[src/logic/iisb_map.vh]
`ifndef IISB_MAP_VH
`define IISB_MAP_VH
// Setup packet buffer byte addresses
`define IISB_ADDR_REQ_TYPE   16'hFF28
`define IISB_ADDR_REQ_CODE   16'hFF29
`define IISB_ADDR_VALUE_A    16'hFF2A
`define IISB_ADDR_VALUE_B    16'hFF2B
`define IISB_ADDR_INDEX_A    16'hFF2C
`define IISB_ADDR_INDEX_B    16'hFF2D
`define IISB_ADDR_LENGTH_A   16'hFF2E
`define IISB_ADDR_LENGTH_B   16'hFF2F
`define IISB_SETUP_BASE      16'hFF28
`define IISB_SETUP_BYTES     4'h8
// Configuration byte address (no printed offset)
`define IISB_ADDR_EP_CONFIG  16'hFF48
// Configuration byte fields
`define IISB_BIT_ENABLE      7
`define IISB_BIT_ISO         6
`define IISB_BIT_OVF         5
`define IISB_SIZE_MSB        4
`define IISB_SIZE_LSB        0
`define IISB_CONFIG_RESET    8'h00
`define IISB_BYTE_RESET      8'h00
`endif

[src/logic/iisb_setup_buffer.v]
`timescale 1ns/1ps
`default_nettype none
`include "iisb_map.vh"
module iisb_setup_buffer (
  // Clock and reset
  input  wire       clk_i,
  input  wire       sys_rst_i,
  input  wire       ce_i,
  // Setup stage byte stream
  input  wire       setup_start_i,
  input  wire       setup_byte_valid_i,
  input  wire [7:0] setup_byte_i,
  // Read port
  input  wire [2:0] rd_index_i,
  output wire [7:0] rd_byte_o,
  output wire       packet_done_o
);
  reg [7:0] byte_q [0:7];
  reg [3:0] wr_idx_q;
  reg       done_q;
  wire [3:0] wr_idx_d;
  wire       wr_en;

  // A fresh start restarts at byte zero even mid-packet
  assign wr_idx_d = setup_start_i ? 4'h0 : wr_idx_q;
  assign wr_en    = setup_byte_valid_i && (wr_idx_d < `IISB_SETUP_BYTES);

  // Bytes land in host order, so low byte of each field at lower address
  genvar g;
  generate
    for (g = 0; g < 8; g = g + 1)
    begin : g_byte
      always @(posedge clk_i or posedge sys_rst_i)
      begin
        if (sys_rst_i)
          byte_q[g] <= `IISB_BYTE_RESET;
        else if (ce_i && wr_en && (wr_idx_d[2:0] == g))
          byte_q[g] <= setup_byte_i;
      end
    end
  endgenerate

  always @(posedge clk_i or posedge sys_rst_i)
  begin
    if (sys_rst_i)
    begin
      wr_idx_q <= 4'h0;
      done_q   <= 1'b0;
    end
    else if (ce_i)
    begin
      // Extra bytes beyond eight are dropped
      if (wr_en)
        wr_idx_q <= wr_idx_d + 4'h1;
      else
        wr_idx_q <= wr_idx_d;
      done_q <= wr_en && (wr_idx_d == 4'h7);
    end
  end

  assign rd_byte_o     = byte_q[rd_index_i];
  assign packet_done_o = done_q;
endmodule // iisb_setup_buffer
`default_nettype wire

[src/logic/iisb_top.v]
`timescale 1ns/1ps
`default_nettype none
`include "iisb_map.vh"
module iisb_top (
  // Clock, reset, enable
  input  wire        clk_i,
  input  wire        sys_rst_i,
  input  wire        ce_i,
  // Microcontroller memory port
  input  wire [15:0] mem_addr_i,
  input  wire        mem_wr_i,
  input  wire        mem_rd_i,
  input  wire [7:0]  mem_wdata_i,
  output reg  [7:0]  mem_rdata_o,
  output reg         mem_hit_o,
  // Buffer size byte from the endpoint descriptor
  input  wire [7:0]  buf_size_i,
  // Buffer manager events
  input  wire        buf_overflow_i,
  // Setup stage byte stream from the host side
  input  wire        setup_start_i,
  input  wire        setup_byte_valid_i,
  input  wire [7:0]  setup_byte_i,
  // Endpoint status to the transfer logic
  output reg         in_endpoint_enable_o,
  output reg         iso_active_o,
  output reg  [5:0]  sample_bytes_o,
  output reg  [10:0] circ_buf_len_o,
  output reg         overflow_flag_o,
  output reg         setup_ready_o
);
  // Configuration byte and its next value
  reg  [7:0]  cfg_q;
  reg  [7:0]  cfg_d;
  // Setup buffer read side
  wire [7:0]  setup_rd_byte;
  wire        setup_done;
  wire [15:0] setup_off;
  // Address decode
  reg         in_setup;
  wire        cfg_sel;
  wire        cfg_wr;
  wire        cfg_rd;
  wire        setup_rd;
  wire        len_hi_rd;
  // Overflow flag terms
  wire        ovf_event;
  wire        ovf_clear;
  wire        ovf_keep;
  // Next values of the registered outputs
  wire        enable_d;
  wire        iso_d;
  wire [5:0]  sample_d;
  wire [10:0] circ_len_d;
  reg  [7:0]  rdata_d;
  wire        hit_d;
  wire        ready_d;

  // One arm per byte keeps the packet map in one place
  always @*
  begin
    case (mem_addr_i)
      `IISB_ADDR_REQ_TYPE: in_setup = 1'b1;
      `IISB_ADDR_REQ_CODE: in_setup = 1'b1;
      `IISB_ADDR_VALUE_A:  in_setup = 1'b1;
      `IISB_ADDR_VALUE_B:  in_setup = 1'b1;
      `IISB_ADDR_INDEX_A:  in_setup = 1'b1;
      `IISB_ADDR_INDEX_B:  in_setup = 1'b1;
      `IISB_ADDR_LENGTH_A: in_setup = 1'b1;
      `IISB_ADDR_LENGTH_B: in_setup = 1'b1;
      default:             in_setup = 1'b0;
    endcase
  end

  // Buffer index is the byte offset from the packet base
  assign setup_off = mem_addr_i - `IISB_SETUP_BASE;
  assign cfg_sel   = (mem_addr_i == `IISB_ADDR_EP_CONFIG);
  assign cfg_wr    = mem_wr_i && cfg_sel;
  assign cfg_rd    = mem_rd_i && cfg_sel;
  // Packet bytes are read only; a write there only answers with a hit
  assign setup_rd  = mem_rd_i && in_setup;
  assign len_hi_rd = mem_rd_i && (mem_addr_i == `IISB_ADDR_LENGTH_B);

  // Packet bytes arrive from the host side in host order
  iisb_setup_buffer u_setup (
    .clk_i              (clk_i),
    .sys_rst_i          (sys_rst_i),
    .ce_i               (ce_i),
    .setup_start_i      (setup_start_i),
    .setup_byte_valid_i (setup_byte_valid_i),
    .setup_byte_i       (setup_byte_i),
    .rd_index_i         (setup_off[2:0]),
    .rd_byte_o          (setup_rd_byte),
    .packet_done_o      (setup_done)
  );

  // Events count only while the endpoint is live and isochronous
  assign ovf_event = buf_overflow_i && cfg_q[`IISB_BIT_ENABLE]
                     && cfg_q[`IISB_BIT_ISO];
  // A one written to the flag never sets it; only a zero clears it
  assign ovf_clear = cfg_wr && !mem_wdata_i[`IISB_BIT_OVF];
  assign ovf_keep  = cfg_q[`IISB_BIT_OVF] && !ovf_clear;

  always @*
  begin
    cfg_d = cfg_q;
    if (cfg_wr)
      cfg_d = mem_wdata_i;
    // Set wins over a same-cycle firmware clear
    cfg_d[`IISB_BIT_OVF] = ovf_event || ovf_keep;
  end

  // Status follows the next value, so a write shows one cycle later
  assign enable_d   = cfg_d[`IISB_BIT_ENABLE];
  // Non-iso use relies on firmware keeping bit 6 low
  assign iso_d      = cfg_d[`IISB_BIT_ENABLE] && cfg_d[`IISB_BIT_ISO];
  assign sample_d   = {1'b0, cfg_d[`IISB_SIZE_MSB:`IISB_SIZE_LSB]}
                      + 6'h01;
  // Size in 8-byte units, one ring rather than a pair of buffers
  assign circ_len_d = cfg_d[`IISB_BIT_ISO] ?
                      {buf_size_i, 3'b000} : 11'h000;

  always @*
  begin
    rdata_d = 8'h00;
    if (setup_rd)
      rdata_d = setup_rd_byte;
    else if (cfg_rd)
      rdata_d = cfg_q;
  end
  // Writes hit too, so firmware can tell a mapped read-only byte
  assign hit_d   = (mem_rd_i || mem_wr_i) && (in_setup || cfg_sel);
  // Set wins over the clearing read of the last length byte
  assign ready_d = setup_done || (setup_ready_o && !len_hi_rd);

  // Frozen with the rest while ce_i is low
  always @(posedge clk_i or posedge sys_rst_i)
  begin
    if (sys_rst_i)
      cfg_q <= `IISB_CONFIG_RESET;
    else if (ce_i)
      cfg_q <= cfg_d;
  end

  // Answer is registered and stands for the one cycle after the access
  always @(posedge clk_i or posedge sys_rst_i)
  begin
    if (sys_rst_i)
      mem_rdata_o <= 8'h00;
    else if (ce_i)
      mem_rdata_o <= rdata_d;
  end

  always @(posedge clk_i or posedge sys_rst_i)
  begin
    if (sys_rst_i)
      mem_hit_o <= 1'b0;
    else if (ce_i)
      mem_hit_o <= hit_d;
  end

  always @(posedge clk_i or posedge sys_rst_i)
  begin
    if (sys_rst_i)
    begin
      in_endpoint_enable_o <= 1'b0;
      iso_active_o         <= 1'b0;
    end
    else if (ce_i)
    begin
      in_endpoint_enable_o <= enable_d;
      iso_active_o         <= iso_d;
    end
  end

  // Reset value matches a zero size field
  always @(posedge clk_i or posedge sys_rst_i)
  begin
    if (sys_rst_i)
    begin
      sample_bytes_o <= 6'h01;
      circ_buf_len_o <= 11'h000;
    end
    else if (ce_i)
    begin
      sample_bytes_o <= sample_d;
      circ_buf_len_o <= circ_len_d;
    end
  end

  // Flag feeds status only, never the transfer path
  always @(posedge clk_i or posedge sys_rst_i)
  begin
    if (sys_rst_i)
      overflow_flag_o <= 1'b0;
    else if (ce_i)
      overflow_flag_o <= cfg_d[`IISB_BIT_OVF];
  end

  always @(posedge clk_i or posedge sys_rst_i)
  begin
    if (sys_rst_i)
      setup_ready_o <= 1'b0;
    else if (ce_i)
      setup_ready_o <= ready_d;
  end
endmodule // iisb_top
`default_nettype wire

[config.mk]
export PLATFORM = sky130hd
export DESIGN_NAME = iisb_top
export DESIGN_NICKNAME = d
export VERILOG_FILES = /design/src/logic/iisb_setup_buffer.v /design/src/logic/iisb_top.v
export VERILOG_INCLUDE_DIRS = /design/src /design/src/logic
export SDC_FILE = /design/constraint.sdc
export NUM_CORES = 1
export LEC_CHECK = 0
export BUFFER_PORTS_ARGS = -buffer_cell sky130_fd_sc_hd__buf_2
export CAP_MARGIN = 20
export CORE_ASPECT_RATIO = 0.7
export CORE_MARGIN = 5
export CORE_UTILIZATION = 43
export DETAILED_ROUTE_END_ITERATION = 10
export GPL_TIMING_DRIVEN = 1
export PLACE_DENSITY = 0.66
export SETUP_SLACK_MARGIN = 0.2
export SLEW_MARGIN = 20
export SYNTH_ARGS = -nofsm -noshare
export SYNTH_HDL_FRONTEND = slang
export SYNTH_SLANG_ARGS = --single-unit
[constraint.sdc]
create_clock -name clk_i -period 5.35 [get_ports clk_i]
set_clock_uncertainty 0.05 [all_clocks]
set_input_delay 1.605 -clock clk_i [delete_from_list [all_inputs] [get_ports clk_i]]
set_output_delay 1.605 -clock clk_i [all_outputs]
set_load 0.01 [all_outputs]
# Word-level counts from Yosys, hierarchy flattened

Index checks and enable logic that the tools add are counted.

Register bits after elaboration: 107
Bits in latches: 0
RAM bits: 0
Memory bits (read-only): 0
Output and inout port bits: 30
Memories kept: 0

Add/subtract/negate cells: 3
$mul: 0
Div/mod/pow operators: 0
Magnitude comparators: 2
Equal/unequal tests: 17
Shift operators: 0
Mux-type cells: 10
Bitwise logic cells: 1
Reductions and logical operators: 31

Operators by type and width:

| operator             | count |
|---|---|
| $eq 16x16->1 const B | 9 |
| $mux 8               | 5 |
| $bmux 8 s3           | 1 |
| $logic_and 1x1->1    | 22 |
| $eq 3x3->1 const B   | 4 |
| $mux 11              | 1 |
| $mux 4               | 2 |
| $reduce_or 8->1      | 1 |
| $add 5x1->6 const B  | 1 |
| $eq 3x2->1 const B   | 2 |
| $add 4x1->4 const B  | 1 |
| $eq 4x3->1 const B   | 1 |
| $ge 4x4->1 const B   | 1 |
| $logic_or 1x1->1     | 4 |
| $lt 4x4->1 const B   | 1 |
| $not 3->4            | 1 |
| $eq 3x1->1 const B   | 1 |
| $logic_not 1->1      | 3 |
| $logic_not 3->1      | 1 |
| $sub 3x1->3 const B  | 1 |
| $mux 1               | 1 |

# Depth between registers and ports, before layout

Gate-level depths: netlist of the first run.

Depth after elaboration: 6
Mapped depth: 11

# Modules after synthesis

Synthesis of the first run repeated with hierarchy kept, for this count alone.

Cells, all modules: 376
Area total of the unflattened synthesis: 5,069.9 um2

By module, submodules not included:

| module            | instances | cells an instance | area each (um2) | sequential area each (um2) |
|---|---|---|---|---|
| iisb_setup_buffer | 1         | 206               | 3,235.6         | 1,726.7 |
| iisb_top          | 1         | 170               | 1,834.3         | 827.0 |

# Least setup slack after synthesis of the first run

Ideal clock, no wire load.

Path kind: input-to-reg
Start: in mem_addr_i[2]
End: reg sample_bytes_o[4]
Library setup time: 0.125 ns
Arrival time: 3.713 ns
Data required time: 5.175 ns
Setup slack: 1.463 ns
Stages: 11
Buffers on the path: 2
Cells stage by stage: buf_2 or2_4 nor4b_4 and2_4 buf_6 mux2_2 ha_1 nand3_1 xor2_1 mux2i_1 mux2_2

Word-level cells in the longest chain between the ends: 4

RTL lines:

| item                   | RTL line       | source |
|---|---|---|
| from (decl)            | iisb_top.v:10  | `input wire [15:0] mem_addr_i,` |
| $eq 16x16->1 (no line) | n/a            |  |
| $logic_and 1x1->1      | iisb_top.v:78  | `assign cfg_wr = mem_wr_i && cfg_sel;` |
| $mux 8                 | iisb_top.v:107 | `if (cfg_wr)` |
| named net cfg_d[1]     | iisb_top.v:34  | `reg [7:0] cfg_d;` |
| $add 5x1->6            | iisb_top.v:117 | `` assign sample_d = {1'b0, cfg_d[`IISB_SIZE_MSB:`IISB_SIZE_LSB]} `` |
| to (signal assigned)   | iisb_top.v:186 | `sample_bytes_o <= sample_d;` |
| to (decl)              | iisb_top.v:27  | `output reg [5:0] sample_bytes_o,` |

The timed path passes the listed nets, and every way through them passes these cells.
A chain may end at the register's enable or synchronous reset.

# Worst setup path in the final report of the first run

Start: in mem_addr_i[0]
End: reg sample_bytes_o[4]

Word-level cells in the longest chain between the ends: 4

RTL lines:

| item                   | RTL line |
|---|---|
| $eq 16x16->1 (no line) | n/a |
| $logic_and 1x1->1      | iisb_top.v:78 |
| $mux 8                 | iisb_top.v:107 |
| $add 5x1->6            | iisb_top.v:117 |

No other way between the ends.

==> results of run 1 <==
## power by group
part	internal (W)	switching, W
Combinational	0.000125	0.0000942
Clock	0.000390	0.000268
Sequential	0.000850	0.0000387
Total	0.00137	0.000401
## per-stage QoR
stage / power [W] / instances
finish: 0.00177 / 595
global route: 0.00186 / 595
CTS: 0.00179 / 594
detailed placement: 0.00112 / 578
global placement: 0.00111 / 578
floorplan: 0.00105 / 369
## registers in the layout, indices dropped and copies added, names as in the netlist, 4 cells and up
name and flops:
cfg_q 8, circ_buf_len_o 8, mem_rdata_o 8, sample_bytes_o 6
u_setup.byte_q 64, u_setup.wr_idx_q 4
## worst paths after layout
path,endpoint,startpoint,slack [ns],cells after the start
setup / recovery,sample_bytes_o[4],mem_addr_i[0],1.44,10
hold / removal,sample_bytes_o[0],sample_bytes_o[0],0.42,2
setup reg to reg,u_setup.byte_q[16],u_setup.wr_idx_q[2],3.34,5
hold reg to reg,sample_bytes_o[0],sample_bytes_o[0],0.42,2
max in group asynchronous,u_setup.byte_q[7],sys_rst_i,3.15,4
min in group asynchronous,u_setup.byte_q[52],sys_rst_i,1.16,2
## layout make-up
cell class | instances | share of cell area
inverter | 18 | 0.0124
tap | 153 | 0.0339
clock buffer | 14 | 0.0467
timing repair buffer | 77 | 0.0730
clock inverter | 2 | 0.00686
sequential | 102 | 0.452
multi-input combinational | 229 | 0.376
## logic make-up (layout without fill, tap and decap cells)
| logic type | Yosys count | count (layout) |
|---|---|---|
| fa+ha+maj | 7 | 7 |
| buf+inv | 38 | 111 |
| simple gates | 71 | 71 |
| xor+xnor | 4 | 4 |
| compound gates | 40 | 40 |
| flops | 102 | 102 |
| other cells | 1 | 3 |
| mux | 104 | 104 |
## worst reg2reg max path, stage by stage, from the launching register on
cell and delay [ns]:
dfrtp_1 0.39, nor2b_1 0.19, inv_1 0.07, nor3_1 0.29, and2_1 0.51, mux2_2 0.40
## cells in the final DEF, fill, tap and decap left out, types with 2 or more instances in the layout
cell type and count:
clkbuf_8 2, clkbuf_16 9, conb_1 3, nor2_1 15, ha_1 7, nand3_1 6
o21ai_0 8, inv_1 17, a21oi_1 10, nand3b_1 2, and2_1 3, nand2b_1 3
o22ai_1 8, mux2i_1 4, nand4_1 3, clkbuf_1 3, mux4_2 16, a22oi_1 8
nor3_1 2, mux2_2 84, and3_1 4, nor2b_1 5, dfrtp_1 101, buf_2 74
nand4b_1 4, nand2_1 19, xor2_1 3, a22o_1 2, buf_4 2
## per-layer routing
layer	GRT usage	share of wire	up-vias
met5	0	0	-
met4	0.0184	0.0028	0
met3	0.0515	0.060	2
met2	0.235	0.45	73
met1	0.235	0.49	1571
li1	-	-	1457
==> summary by stage, run 1 <==
Run status
The flow ran to the end, and the final reports show no timing, DRC or antenna violations.

Drt
In the routed layout, each cell is associated on average with a via count of around 5.2. The final layout contains routed wiring with a total length of about 10 mm. In the final routed layout, each cell accounts on average for 17.1 um. The detailed-route via count is a little over 3k.

The number of nets with antenna violations after detailed routing is 0. The remaining routing DRC violations is 0. The first-pass iteration count of the detailed router is 4. The initial detailed-routing violation count is 154.

Placement
In this run the cell area measured after placement is 0.00532 mm2. The worst slack at placement is 1.09 ns. After legalization and detailed placement, the total HPWL measured ~7 mm. The count of port buffers added during placement is 74. The congestion estimate from routability-driven global placement came to around 0.73.

Clocking
The clock edge transition at the registers on the reported setup and hold paths is roughly 0.060 ns. Post-CTS repair changed the size of 0 cells. The clock passes through at most 2 buffers. The clock root buffer is clkbuf_16. The TritonCTS clock tree is done. The number of post-CTS setup repair buffers is 0. The H-tree was split into 3 levels. Clock latency on the worst-skew pair, taken at its later pin, is 0.34 ns. Counting the buffers created by CTS gives 9.

The clock drives 102 sinks. The number of hold buffers added after cts is 0.

Cells and area
The number of antenna diodes in the final layout is 0. The area growth from synthesis to layout is 16.7%. The final core utilization is 0.514. The fraction of final layout cells sized beyond drive strength 1 is 0.443. Across the whole layout, storage elements account for 0.00255 mm2. The total non-filler cell area in the finished layout is 0.00565 mm2. Summing all multi-input logic gate instances after layout gives 0.00212 mm2. The post-layout net count is 492. The filler cells instantiated in the layout total ~960.

Critical path
At the worst endpoint, the arrival time is 4.08 ns. The number of buffers and inverters on the critical path is 1. The kind of start point of the critical path is an input pin.

STA classifies the critical path endpoint as a flip-flop. The largest fanout on the critical path is 18. The worst-path cell with the longest stage delay is mux2_2.

The required time of the critical path is 5.52 ns. In this design, the critical path's most frequently occurring cell is mux2_2. The category of the critical setup timing path is input pin to flip-flop.

Walking the worst path, the cells encountered are buf_2 -> or2_4 -> nor4b_4 -> and2_4 -> mux2_2 -> ha_1 -> nand3_1 -> xor2_1 -> mux2i_1 -> mux2_2. The kind of cell adding the most delay to the critical path is simple AND/OR/NAND/NOR gates. The largest stage delay on the critical path is 0.37 ns.

Hold path
In this run the worst hold path is classified as flip-flop to flip-flop.

Yosys
The area fraction in compound gates after synthesis was 0.0516. A synthesized cell averages about 13 um2. The fraction of the mapped netlist area in simple logic gates is 0.0811. By instance count, the leading cell after synthesis is dfrtp_1. Synthesis produced around 370 cells. Summing every instance area after synthesis gives 0.00485 mm2. By area, the combinational part of the netlist is dominated by multiplexers.

The commonest cells after synthesis are dfrtp_1 (101), mux2_2 (84), nand2_1 (19), inv_1 (18), mux4_2 (16). In the synthesized netlist the async set-or-reset flop fraction comes to 1.00. The number of flops mapped to enable cells by yosys is 0.

The fraction of synthesized cell area in xor and xnor cells is 0.00723. The flip-flop cell with the highest count after synthesis is dfrtp_1. Of the total synthesized cell area, the portion taken by full adders, half adders and majority gates is 0.0181.

By area the synthesized netlist is led by dfrtp_1 (52%), mux2_2 (20%), mux4_2 (7.4%), ha_1 (1.8%), nand2_1 (1.5%). The cell taking the most area after synthesis is dfrtp_1. The share of cell area taken by muxes after synthesis is 0.278. The count of unique library cells instantiated by Yosys is 40. The number of flip-flops and latches in the synthesized netlist is 102. During synthesis, Yosys emitted a total of 0 warnings. Of the post-synthesis cell area, the dominant cell type holds 0.522. The post-synthesis sequential area ratio is 0.527.

Pwr
In this run the power density over the cells is 312 mW/mm2. Summed over all cells, the static leakage comes to 2.73 nW. The peak supply drop is ~0.14 mV.

STA
The total count of max-transition violations in the final report came to 0. The worst hold slack after final layout is 0.418 ns. The total of endpoints with negative setup slack in the final report is 0. The routed design could run at a clock period as short as ~3.9 ns.

The worst path meets setup with 1.44 ns of slack. In this run the tightest slew margin relative to its limit is 0.494. Setup repair after global routing left no endpoint under its margin. Of the available clock period, the critical path in the final layout requires 0.730. The measured slew at the worst slew-check pin is about 0.74 ns.

For this run, the top clock speed supported by timing is between 0.2 and 0.3 GHz. The final-layout setup total negative slack is 0 ns. The final count of hold timing violations is 0.

Floorplan
The horizontal die dimension is 137 um. The initialized floorplan defines 32 standard-cell rows. The die is between 90 and 100 um tall. The core region is approximately 0.011 mm2.

Pin placement for this block handled 78 I/O pins. The full die area is ~0.014 mm2. The initial utilization of the core area, before any placement, comes to 0.440.

Global route
The first global-routing pass estimated around 17 mm of wire. The pin count of the biggest net entering global routing is 80. The number of antenna violations at the first check in global routing is 0. The via count of the first global-routing pass was 3167.

The aggregate global-route resource usage is 0.158. The total overflow left after global routing is 0.

Flow run
Max-cap violations in this run came to 0.
Note: power is estimated with default switching activity, not from simulation.
==> run 2, diff against run 1 <==
--- a/config.mk
+++ b/config.mk
@@ -6,6 +6,7 @@
 export SDC_FILE = /design/constraint.sdc
 export NUM_CORES = 1
 export LEC_CHECK = 0
+export ABC_AREA = 1
 export BUFFER_PORTS_ARGS = -buffer_cell sky130_fd_sc_hd__buf_2
 export CAP_MARGIN = 20
 export CORE_ASPECT_RATIO = 0.7
==> constraint.sdc (replaced) <==
create_clock -name clk_i -period 3.9 [get_ports clk_i]
set_clock_uncertainty 0.05 [all_clocks]
set_input_delay 1.17 -clock clk_i [delete_from_list [all_inputs] [get_ports clk_i]]
set_output_delay 1.17 -clock clk_i [all_outputs]
set_load 0.01 [all_outputs]
==> run 2 against run 1 <==
Register-to-register slack got worse by 1.2 ns. Global-route usage up 3.1 points. Routed wire length is 27% higher. Die area grew 3.1%. Highest routed layer unchanged. Hold slack improved by 0.015 ns. Sequential cell count is the same. Synthesized cell count increased by 68%. Critical path depth grew 4. Clock power up 57%. Area after synthesis rose by 3.4%.
==> summary by stage, run 2 <==
Clocking
The buffer depth of the longest clock path is 2 (unchanged). The clock insertion delay at the later pin of the skew report is 0.35 ns (was 0.34 ns). The clock edge transition at the registers on the reported setup and hold paths came to 0.07 ns (was 0.06 ns). The number of hold buffers added after cts is 0 (unchanged).

The TritonCTS clock tree is done (unchanged). The clock root buffer is clkbuf_16 (unchanged). The number of clock sinks seen by CTS was 102 (unchanged). The number of H-tree branching levels is 3 (unchanged).

The post-CTS resize count is 0 (unchanged). The number of post-CTS setup repair buffers is 0 (unchanged). The total CTS buffers is 9 (unchanged).

Pwr
The combinational fraction of design power was 0.176 (was 0.124). The peak supply drop is 0.292 mV (was 0.141 mV). The switching share of total power is 0.276 (was 0.227). The clock power share came to 0.351 (was 0.373). The reported leakage power came to 2.83 nW (was 2.73 nW).

The sequential share of power is 0.473 (was 0.503). The power per cell area is 506 mW/mm2 (was 312 mW/mm2). The total net switching power was 0.000812 W (was 0.000401 W). The internal cell power came to 0.00213 W (was 0.00137 W).

Floorplan
The number of top-level design ports came to 78 (unchanged). The row count is 33 (was 32). The placeable core region came to 0.0116 mm2 (was 0.0110 mm2). The chip height is 100 um (was 98.8 um). The full die area was 0.0139 mm2 (was 0.0135 mm2).

The starting utilization of the core area is 0.433 (was 0.440). The horizontal die dimension was 139 um (was 137 um).

Critical path
The kind of start point of the critical path is an input pin (unchanged). The category of the critical setup timing path is input pin to flip-flop (unchanged). The reg-to-reg critical path startpoint is u_setup.wr_idx_q[1] (was u_setup.wr_idx_q[2]). The largest stage delay on the critical path is 0.33 ns (was 0.37 ns). The endpoint of the most critical setup path is sample_bytes_o[4] (unchanged). The minimum setup slack among reg-to-reg paths is 2.11 ns (was 3.34 ns). The largest fanout on the critical path was 20 (was 18).

The worst-case reg-to-reg path depth is 7 (was 5). The sort of element at the end of the critical path is a flip-flop (unchanged). The worst-path cell with the longest stage delay is nor2_4 (was mux2_2). The worst flop-to-flop path endpoint is u_setup.byte_q[6] (was u_setup.byte_q[16]). The required time of the critical path is 4.09 ns (was 5.52 ns). The dominant cell type by count on the critical path is nand2_1 (was mux2_2). The worst endpoint data arrival time came to 3.13 ns (was 4.08 ns). The launching element of the worst setup path is mem_addr_i[0] (unchanged). Cells traversed along the worst timing path: buf_2 -> inv_2 -> nand2_1 -> nor2_2 -> nand2_2 -> nor2_4 -> nand3_1 -> nand2_1 -> ha_1 -> inv_1 -> nor2_1 -> nand2_1 -> nand2_1 -> nand2_1 (was buf_2 -> or2_4 -> nor4b_4 -> and2_4 -> mux2_2 -> ha_1 -> nand3_1 -> xor2_1 -> mux2i_1 -> mux2_2).

Cells and area
The most frequent standard cell in the layout excluding fill and tap cells is nand2_1 (was dfrtp_1). The fraction of final layout cells sized beyond drive strength 1 is 0.175 (was 0.443). The largest register by flop count is u_setup.byte_q (unchanged). The post-layout net count is 735 (was 492). The synthesis-to-finish area growth was 15.8% (was 16.7%). The total non-filler cell area in the finished layout is 0.00580 mm2 (was 0.00565 mm2). The final core utilization is 0.502 (was 0.514). The number of fillers in the final layout came to 1119 (was 959). The count of inserted antenna diode cells is 0 (unchanged). Leading cell types in the layout, fill and taps excluded: nand2_1 (158), dfrtp_1 (101), buf_2 (74), o21ai_0 (64), nor2_1 (61) (was dfrtp_1 (101), mux2_2 (84), buf_2 (74), nand2_1 (19), inv_1 (17)). The number of flip-flops under the largest register name is 64 (unchanged).

Drt
The routed wire length per instance is 15.4 um (was 17.1 um). The first-pass iteration count of the detailed router came to 5 (was 4). The detailed-route via count is 4296 (was 3103).

The routed via count divided by cell count is 5.10 (was 5.22). The final wirelength is 13.0 mm (was 10.2 mm). The number of nets with antenna violations after detailed routing is 0 (unchanged). The initial detailed-routing violation count is 366 (was 154). The remaining routing DRC violations is 0 (unchanged).

Yosys
The most frequent cell after synthesis is nand2_1 (was dfrtp_1). The post-synthesis sequential area ratio came to 0.510 (was 0.527). The cell count after synthesis is 617 (was 367). The async set-or-reset flop fraction in the synthesized netlist is 1.00 (unchanged).

Synth cell count leaders: nand2_1 (158), dfrtp_1 (101), o21ai_0 (64), nor2_1 (61), inv_1 (55) (was dfrtp_1 (101), mux2_2 (84), nand2_1 (19), inv_1 (18), mux4_2 (16)). The count of yosys warnings during synthesis is 0 (unchanged). Synth top area cells: dfrtp_1 (50%), nand2_1 (12%), o21ai_0 (6.4%), nor2_1 (4.6%), a21oi_1 (4.4%) (was dfrtp_1 (52%), mux2_2 (20%), mux4_2 (7.4%), ha_1 (1.8%), nand2_1 (1.5%)). The synthesized cell area is 0.00501 mm2 (was 0.00485 mm2). The number of flops mapped to enable cells by yosys is 0 (unchanged).

The number of flip-flops and latches in the synthesized netlist was 102 (unchanged). The cell taking the most area after synthesis is dfrtp_1 (unchanged). The flip-flop cell with the highest count after synthesis is dfrtp_1 (unchanged).

The average cell area after synthesis was 8.12 um2 (was 13.2 um2). The area share of the largest cell type after synthesis is 0.504 (was 0.522). The count of unique library cells instantiated by Yosys is 38 (was 40).

Global route
The fraction of met2 tracks used by global routing is 0.281 (was 0.235). The met3 usage is 0.0510 (was 0.0515). The pin count of the biggest net entering global routing came to 43 (was 80). The number of antenna violations at the first check in global routing is 0 (unchanged). The final global-route overflow total is 0 (unchanged). The first-pass GRT wire length is 21.0 mm (was 16.6 mm). The met1 capacity usage during global routing is 0.276 (was 0.235). The layer carrying the most global-route usage is met2 (was met1). The via count of the first global-routing pass came to 4021 (was 3167). The aggregate global-route resource usage was 0.189 (was 0.158).

STA
The worst hold slack after final layout is 0.433 ns (was 0.418 ns). The relative max-transition margin came to 0.388 (was 0.494). The total of endpoints with negative setup slack in the final report was 0 (unchanged). The final-layout setup total negative slack is 0 ns (unchanged). Unrepaired setup endpoints after global routing: no (unchanged).

The total count of max-transition violations in the final report is 0 (unchanged). The measured slew at the worst slew-check pin is 0.916 ns (was 0.738 ns). The final count of hold timing violations is 0 (unchanged). The ratio of final minimum period to clock period is 0.755.

The highest clock rate is between 0.3 and 0.4 GHz. The clock period could shrink to 2.95 ns.

Run status
Status: finished, final reports clean (unchanged).

Placement
The HPWL after detailed placement was 9.59 mm (was 7.20 mm). The instance area after placement was 0.00546 mm2 (was 0.00532 mm2). The count of port buffers added during placement is 74 (unchanged). The final estimated routing congestion in global placement came to 0.865 (was 0.735).

Flow run
The max-capacitance violation count is 0 (unchanged).

Hold path
The class of the tightest hold or removal check was flip-flop to flip-flop (unchanged).
## run 2: cell types whose count changed in the layout (fill, tap and decap cells not counted), sizes merged, moves of 7 or more
cell and delta:
nand2 +144, mux2 -84, o21ai +67, nor2 +56, inv +41, a21oi +34
nand3 +29, mux4 -16, o22ai -8, a22oi -7, o211ai +7
## run 2: worst min-delay path by stage
stage,startpoint,end,depth (start not counted)
CTS,circ_buf_len_o[4],circ_buf_len_o[4],2
detailed placement,circ_buf_len_o[4],circ_buf_len_o[4],2
global placement,circ_buf_len_o[10],circ_buf_len_o[10],2
global route,u_setup.wr_idx_q[3],u_setup.wr_idx_q[3],2
floorplan,u_setup.wr_idx_q[3],u_setup.wr_idx_q[3],2
finish,u_setup.wr_idx_q[3],u_setup.wr_idx_q[3],2
## run 2: final cells by class
cell class | count | area, um2 | share of cell area
clock buffer | 12 | 246 | 0.0425
clock inverter | 4 | 95.1 | 0.0164
inverter | 64 | 251 | 0.0433
multi-input combinational | 426 | 2050 | 0.354
sequential | 102 | 2550 | 0.440
tap | 157 | 196 | 0.0339
timing repair buffer | 77 | 405 | 0.0699
## run 2: critical path: cells and delay by family
| family | cells | cell delay (ns) |
|---|---|---|
| simple gates | 10 | 1.25 |
| fa+ha+maj | 1 | 0.19 |
| buf+inv | 3 | 0.50 |
## run 2: kinds of logic (layout without fill, tap and decap cells)
logic type | after synthesis | count (layout) | synth area share
and+or+nand+nor | 280 | 280 | 0.245
AOI/OAI and AO/OA | 135 | 135 | 0.143
other | 1 | 3 | 0.000748
buffers and inverters | 91 | 157 | 0.0821
xor gates and xnor gates | 1 | 1 | 0.00175
DFF | 102 | 102 | 0.510
adders and majority gates | 7 | 7 | 0.0175
## run 2: routing by layer
layer,share of wire,wire (um)
met5,0,0
met4,0.010,130
met3,0.066,859
met2,0.44,5690
met1,0.49,6310
## run 2: through the flow
| step | power (W) | setup slack [ns] | instances |
|---|---|---|---|
| global placement | 0.00190 | 0.724 | 826 |
| finish | 0.00294 | 0.954 | 842 |
| floorplan | 0.00175 | 1.39 | 619 |
| global route | 0.00309 | 0.764 | 842 |
| CTS | 0.00296 | 0.975 | 842 |
| detailed placement | 0.00192 | 0.615 | 826 |
## run 2: power groups by stage
| stage | combinational (W) | clock [W] | sequential, W |
|---|---|---|---|
| 2_1_floorplan | 0.000364 | 0 | 0.00139 |
| 3_3_place_gp | 0.000496 | 0 | 0.00140 |
| 3_5_place_dp | 0.000514 | 0 | 0.00141 |
| 4_1_cts | 0.000518 | 0.00105 | 0.00139 |
| 5_1_grt | 0.000591 | 0.00109 | 0.00141 |
| 6_report | 0.000518 | 0.00103 | 0.00139 |
==> run 3, diff against run 2 <==
--- a/config.mk
+++ b/config.mk
@@ -6,7 +6,7 @@
 export SDC_FILE = /design/constraint.sdc
 export NUM_CORES = 1
 export LEC_CHECK = 0
-export ABC_AREA = 1
+export ABC_AREA = 0
 export BUFFER_PORTS_ARGS = -buffer_cell sky130_fd_sc_hd__buf_2
 export CAP_MARGIN = 20
 export CORE_ASPECT_RATIO = 0.7
==> constraint.sdc (replaced) <==
create_clock -name clk_i -period 2.8 [get_ports clk_i]
set_clock_uncertainty 0.05 [all_clocks]
set_input_delay 0.84 -clock clk_i [delete_from_list [all_inputs] [get_ports clk_i]]
set_output_delay 0.84 -clock clk_i [all_outputs]
set_load 0.01 [all_outputs]
==> run 3 against run 2 <==
Cell count fell by 27%. Via count fell by 25%. Clock-buffer cell count rose by 1. Critical endpoint unchanged. Register-to-register slack got worse by 1.3 ns. First-iteration DRC count fell by 35%. Utilization rose by 2.5 points. Combinational power fell by 17%. Final area did not move. Hold slack got worse by 0.014 ns. Global-route usage fell by 2.2 points. Total power rose by 16%. Non-clock buffer count rose by 16.
==> summary by stage, run 3 (synthesized netlist as in run 1, its figures left out) <==
Critical path
The largest fanout on the critical path came to 4 (was 20). The sort of element at the end of the critical path is a flip-flop (unchanged). The required time of the critical path is 2.98 ns (was 4.09 ns). The category of the critical setup timing path is input pin to flip-flop (unchanged). The largest stage delay on the critical path is 0.33 ns (about the same).

The worst-path cell with the longest stage delay is mux2_4 (was nor2_4). The worst path buffer plus inverter count was 1 (was 3). The kind of cell adding the most delay to the critical path is simple AND/OR/NAND/NOR gates (unchanged). Cells traversed along the worst timing path: buf_2 -> or2_4 -> nor4b_4 -> and2_4 -> mux2_4 -> ha_4 -> nand3_2 -> xor2_1 -> mux2i_1 -> mux2_2 (was buf_2 -> inv_2 -> nand2_1 -> nor2_2 -> nand2_2 -> nor2_4 -> nand3_1 -> nand2_1 -> ha_1 -> inv_1 -> nor2_1 -> nand2_1 -> nand2_1 -> nand2_1). The worst endpoint data arrival time is 2.76 ns (was 3.13 ns).

The kind of start point of the critical path is an input pin (unchanged).

Drt
The remaining routing DRC violations is 0 (unchanged). The final wirelength is 10.6 mm (was 13.0 mm). The first-pass iteration count of the detailed router is 4 (was 5). The number of nets with antenna violations after detailed routing is 0 (unchanged).

The routed via count divided by cell count is 5.25 (was 5.10). The initial detailed-routing violation count is 238 (was 366). The routed wire length per instance is 17.3 um (was 15.4 um). The detailed-route via count is 3207 (was 4296).

Floorplan
The horizontal die dimension is 137 um (was 139 um). The starting utilization of the core area is 0.440 (was 0.433). The placeable core region is 0.0110 mm2 (was 0.0116 mm2).

The full die area is 0.0135 mm2 (was 0.0139 mm2). The number of top-level design ports is 78 (unchanged). The chip height came to 98.8 um (was 100 um). The row count is 32 (was 33).

Clocking
The clock edge transition at the registers on the reported setup and hold paths came to 0.07 ns (about the same). The clock root buffer is clkbuf_16 (unchanged). The clock insertion delay at the later pin of the skew report came to 0.35 ns (about the same). The total CTS buffers is 9 (unchanged).

The number of hold buffers added after cts is 0 (unchanged). The number of clock sinks seen by CTS is 102 (unchanged). The TritonCTS clock tree is done (unchanged). The number of H-tree branching levels is 3 (unchanged). The number of post-CTS setup repair buffers was 0 (unchanged).

The buffer depth of the longest clock path came to 2 (unchanged).

STA
The final count of hold timing violations is 0 (unchanged). The highest clock rate is a little under 0.4 GHz. The clock period minus worst slack is ~2.6 ns. The total of endpoints with negative setup slack in the final report is 0 (unchanged). The relative max-transition margin is 0.629 (was 0.388). The worst hold slack after final layout is 0.418 ns (was 0.433 ns). The ratio of final minimum period to clock period is 0.919.

Unrepaired setup endpoints after global routing: yes (was no). The final-layout setup total negative slack is 0 ns (unchanged). The total count of max-transition violations in the final report is 0 (unchanged). The measured slew at the worst slew-check pin was 0.557 ns (was 0.916 ns).

The setup slack after layout is 0.226 ns (was 0.954 ns).

Cells and area
The fraction of final layout cells sized beyond drive strength 1 is 0.472 (was 0.175). The number of flip-flops under the largest register name was 64 (unchanged). The post-layout net count is 508 (was 735).

Leading cell types in the layout, fill and taps excluded: dfrtp_1 (101), mux2_2 (81), buf_2 (74), nand2_1 (19), buf_4 (18) (was nand2_1 (158), dfrtp_1 (101), buf_2 (74), o21ai_0 (64), nor2_1 (61)). The synthesis-to-finish area growth is 19.7% (was 15.8%). The count of inserted antenna diode cells was 0 (unchanged).

The most frequent standard cell in the layout excluding fill and tap cells is dfrtp_1 (was nand2_1). The total non-filler cell area in the finished layout was 0.00580 mm2 (unchanged). The largest register by flop count is u_setup.byte_q (unchanged).

Placement
The HPWL after detailed placement is 7.60 mm (was 9.59 mm). The worst slack at placement came to -0.211 ns (was 0.615 ns). The instance area after placement is 0.00550 mm2 (was 0.00546 mm2). The count of port buffers added during placement is 74 (unchanged). The final estimated routing congestion in global placement is 0.769 (was 0.865).

Global route
The via count of the first global-routing pass is 3353 (was 4021). The first-pass GRT wire length is 17.5 mm (was 21.0 mm). The aggregate global-route resource usage came to 0.166 (was 0.189). The pin count of the biggest net entering global routing is 59 (was 43).

The number of antenna violations at the first check in global routing is 0 (unchanged). The final global-route overflow total is 0 (unchanged).

Flow run
The max-capacitance violation count is 0 (unchanged).

Pwr
The peak supply drop is 0.376 mV (was 0.292 mV). The power per cell area was 586 mW/mm2 (was 506 mW/mm2). The reported leakage power was 2.80 nW (was 2.83 nW). The post-route total power was 0.00340 W (was 0.00294 W).

Run status
Status: finished, final reports clean (unchanged).

Hold path
The class of the tightest hold or removal check is flip-flop to flip-flop (unchanged).
run 3: cell count changes in the layout (fill, tap and decap cells not counted), sizes merged, moves of 8 or more:
cell   previous run  this run
nor2             71        15
mux4              0        16
buf              77        93
o22ai             0         8
nand3            35         6
a21oi            44        10
inv              60        17
o21ai            75         8
mux2              0        84
nand2           163        19
run 3: through the flow:
step                cells  utilization
floorplan             369            -
global placement      595        0.499
detailed placement    595        0.499
CTS                   611        0.527
global route          611        0.527
finish                611        0.527
run 3: layer usage:
metal / GRT usage / wire length (um) / up-vias
met5: 0 / 0 / -
met3: 0.0480 / 559 / 12
met2: 0.248 / 4800 / 70
li1: - / - / 1497
met4: 0.0360 / 119 / 0
met1: 0.244 / 5100 / 1628
run 3: power by group:
part | internal [W] | switching (W) | total (W)
logic | 0.000244 | 0.000185 | 0.000429
clock network | 0.000741 | 0.000530 | 0.00127
registers | 0.00162 | 0.0000731 | 0.00170
total | 0.00261 | 0.000787 | 0.00340
run 3: worst min-delay path: stages, from the launching register on:
cell     delay [ns]
dfstp_2        0.37
inv_1          0.04
mux2i_1        0.06
run 3: final cells by class:
class                   count  area, um2
flip-flops and latches    102       2550
multi-input cells         229       2160
well taps                 153        191
clock buffers              13        260
clock inverters             3       42.5
repair buffers             93        526
fillers                   967       5210
inverters                  18       71.3
run 3: timing repair:
item / CTS / global route
gates resized for setup: 1 / 0
pin swaps: 1 / 0
setup endpoints to repair: 1 / 1
run 3: path summary, 6_finish.rpt:
kind / startpoint / end / slack [ns] / cells past startpoint
min in group asynchronous: sys_rst_i / mem_hit_o / 0.54 / 3
max reg2reg: u_setup.wr_idx_q[2] / u_setup.byte_q[12] / 0.80 / 5
min reg2reg: sample_bytes_o[0] / sample_bytes_o[0] / 0.42 / 2
max in group asynchronous: sys_rst_i / u_setup.byte_q[55] / 1.66 / 3
max: mem_addr_i[2] / sample_bytes_o[4] / 0.23 / 10
min: sample_bytes_o[0] / sample_bytes_o[0] / 0.42 / 2
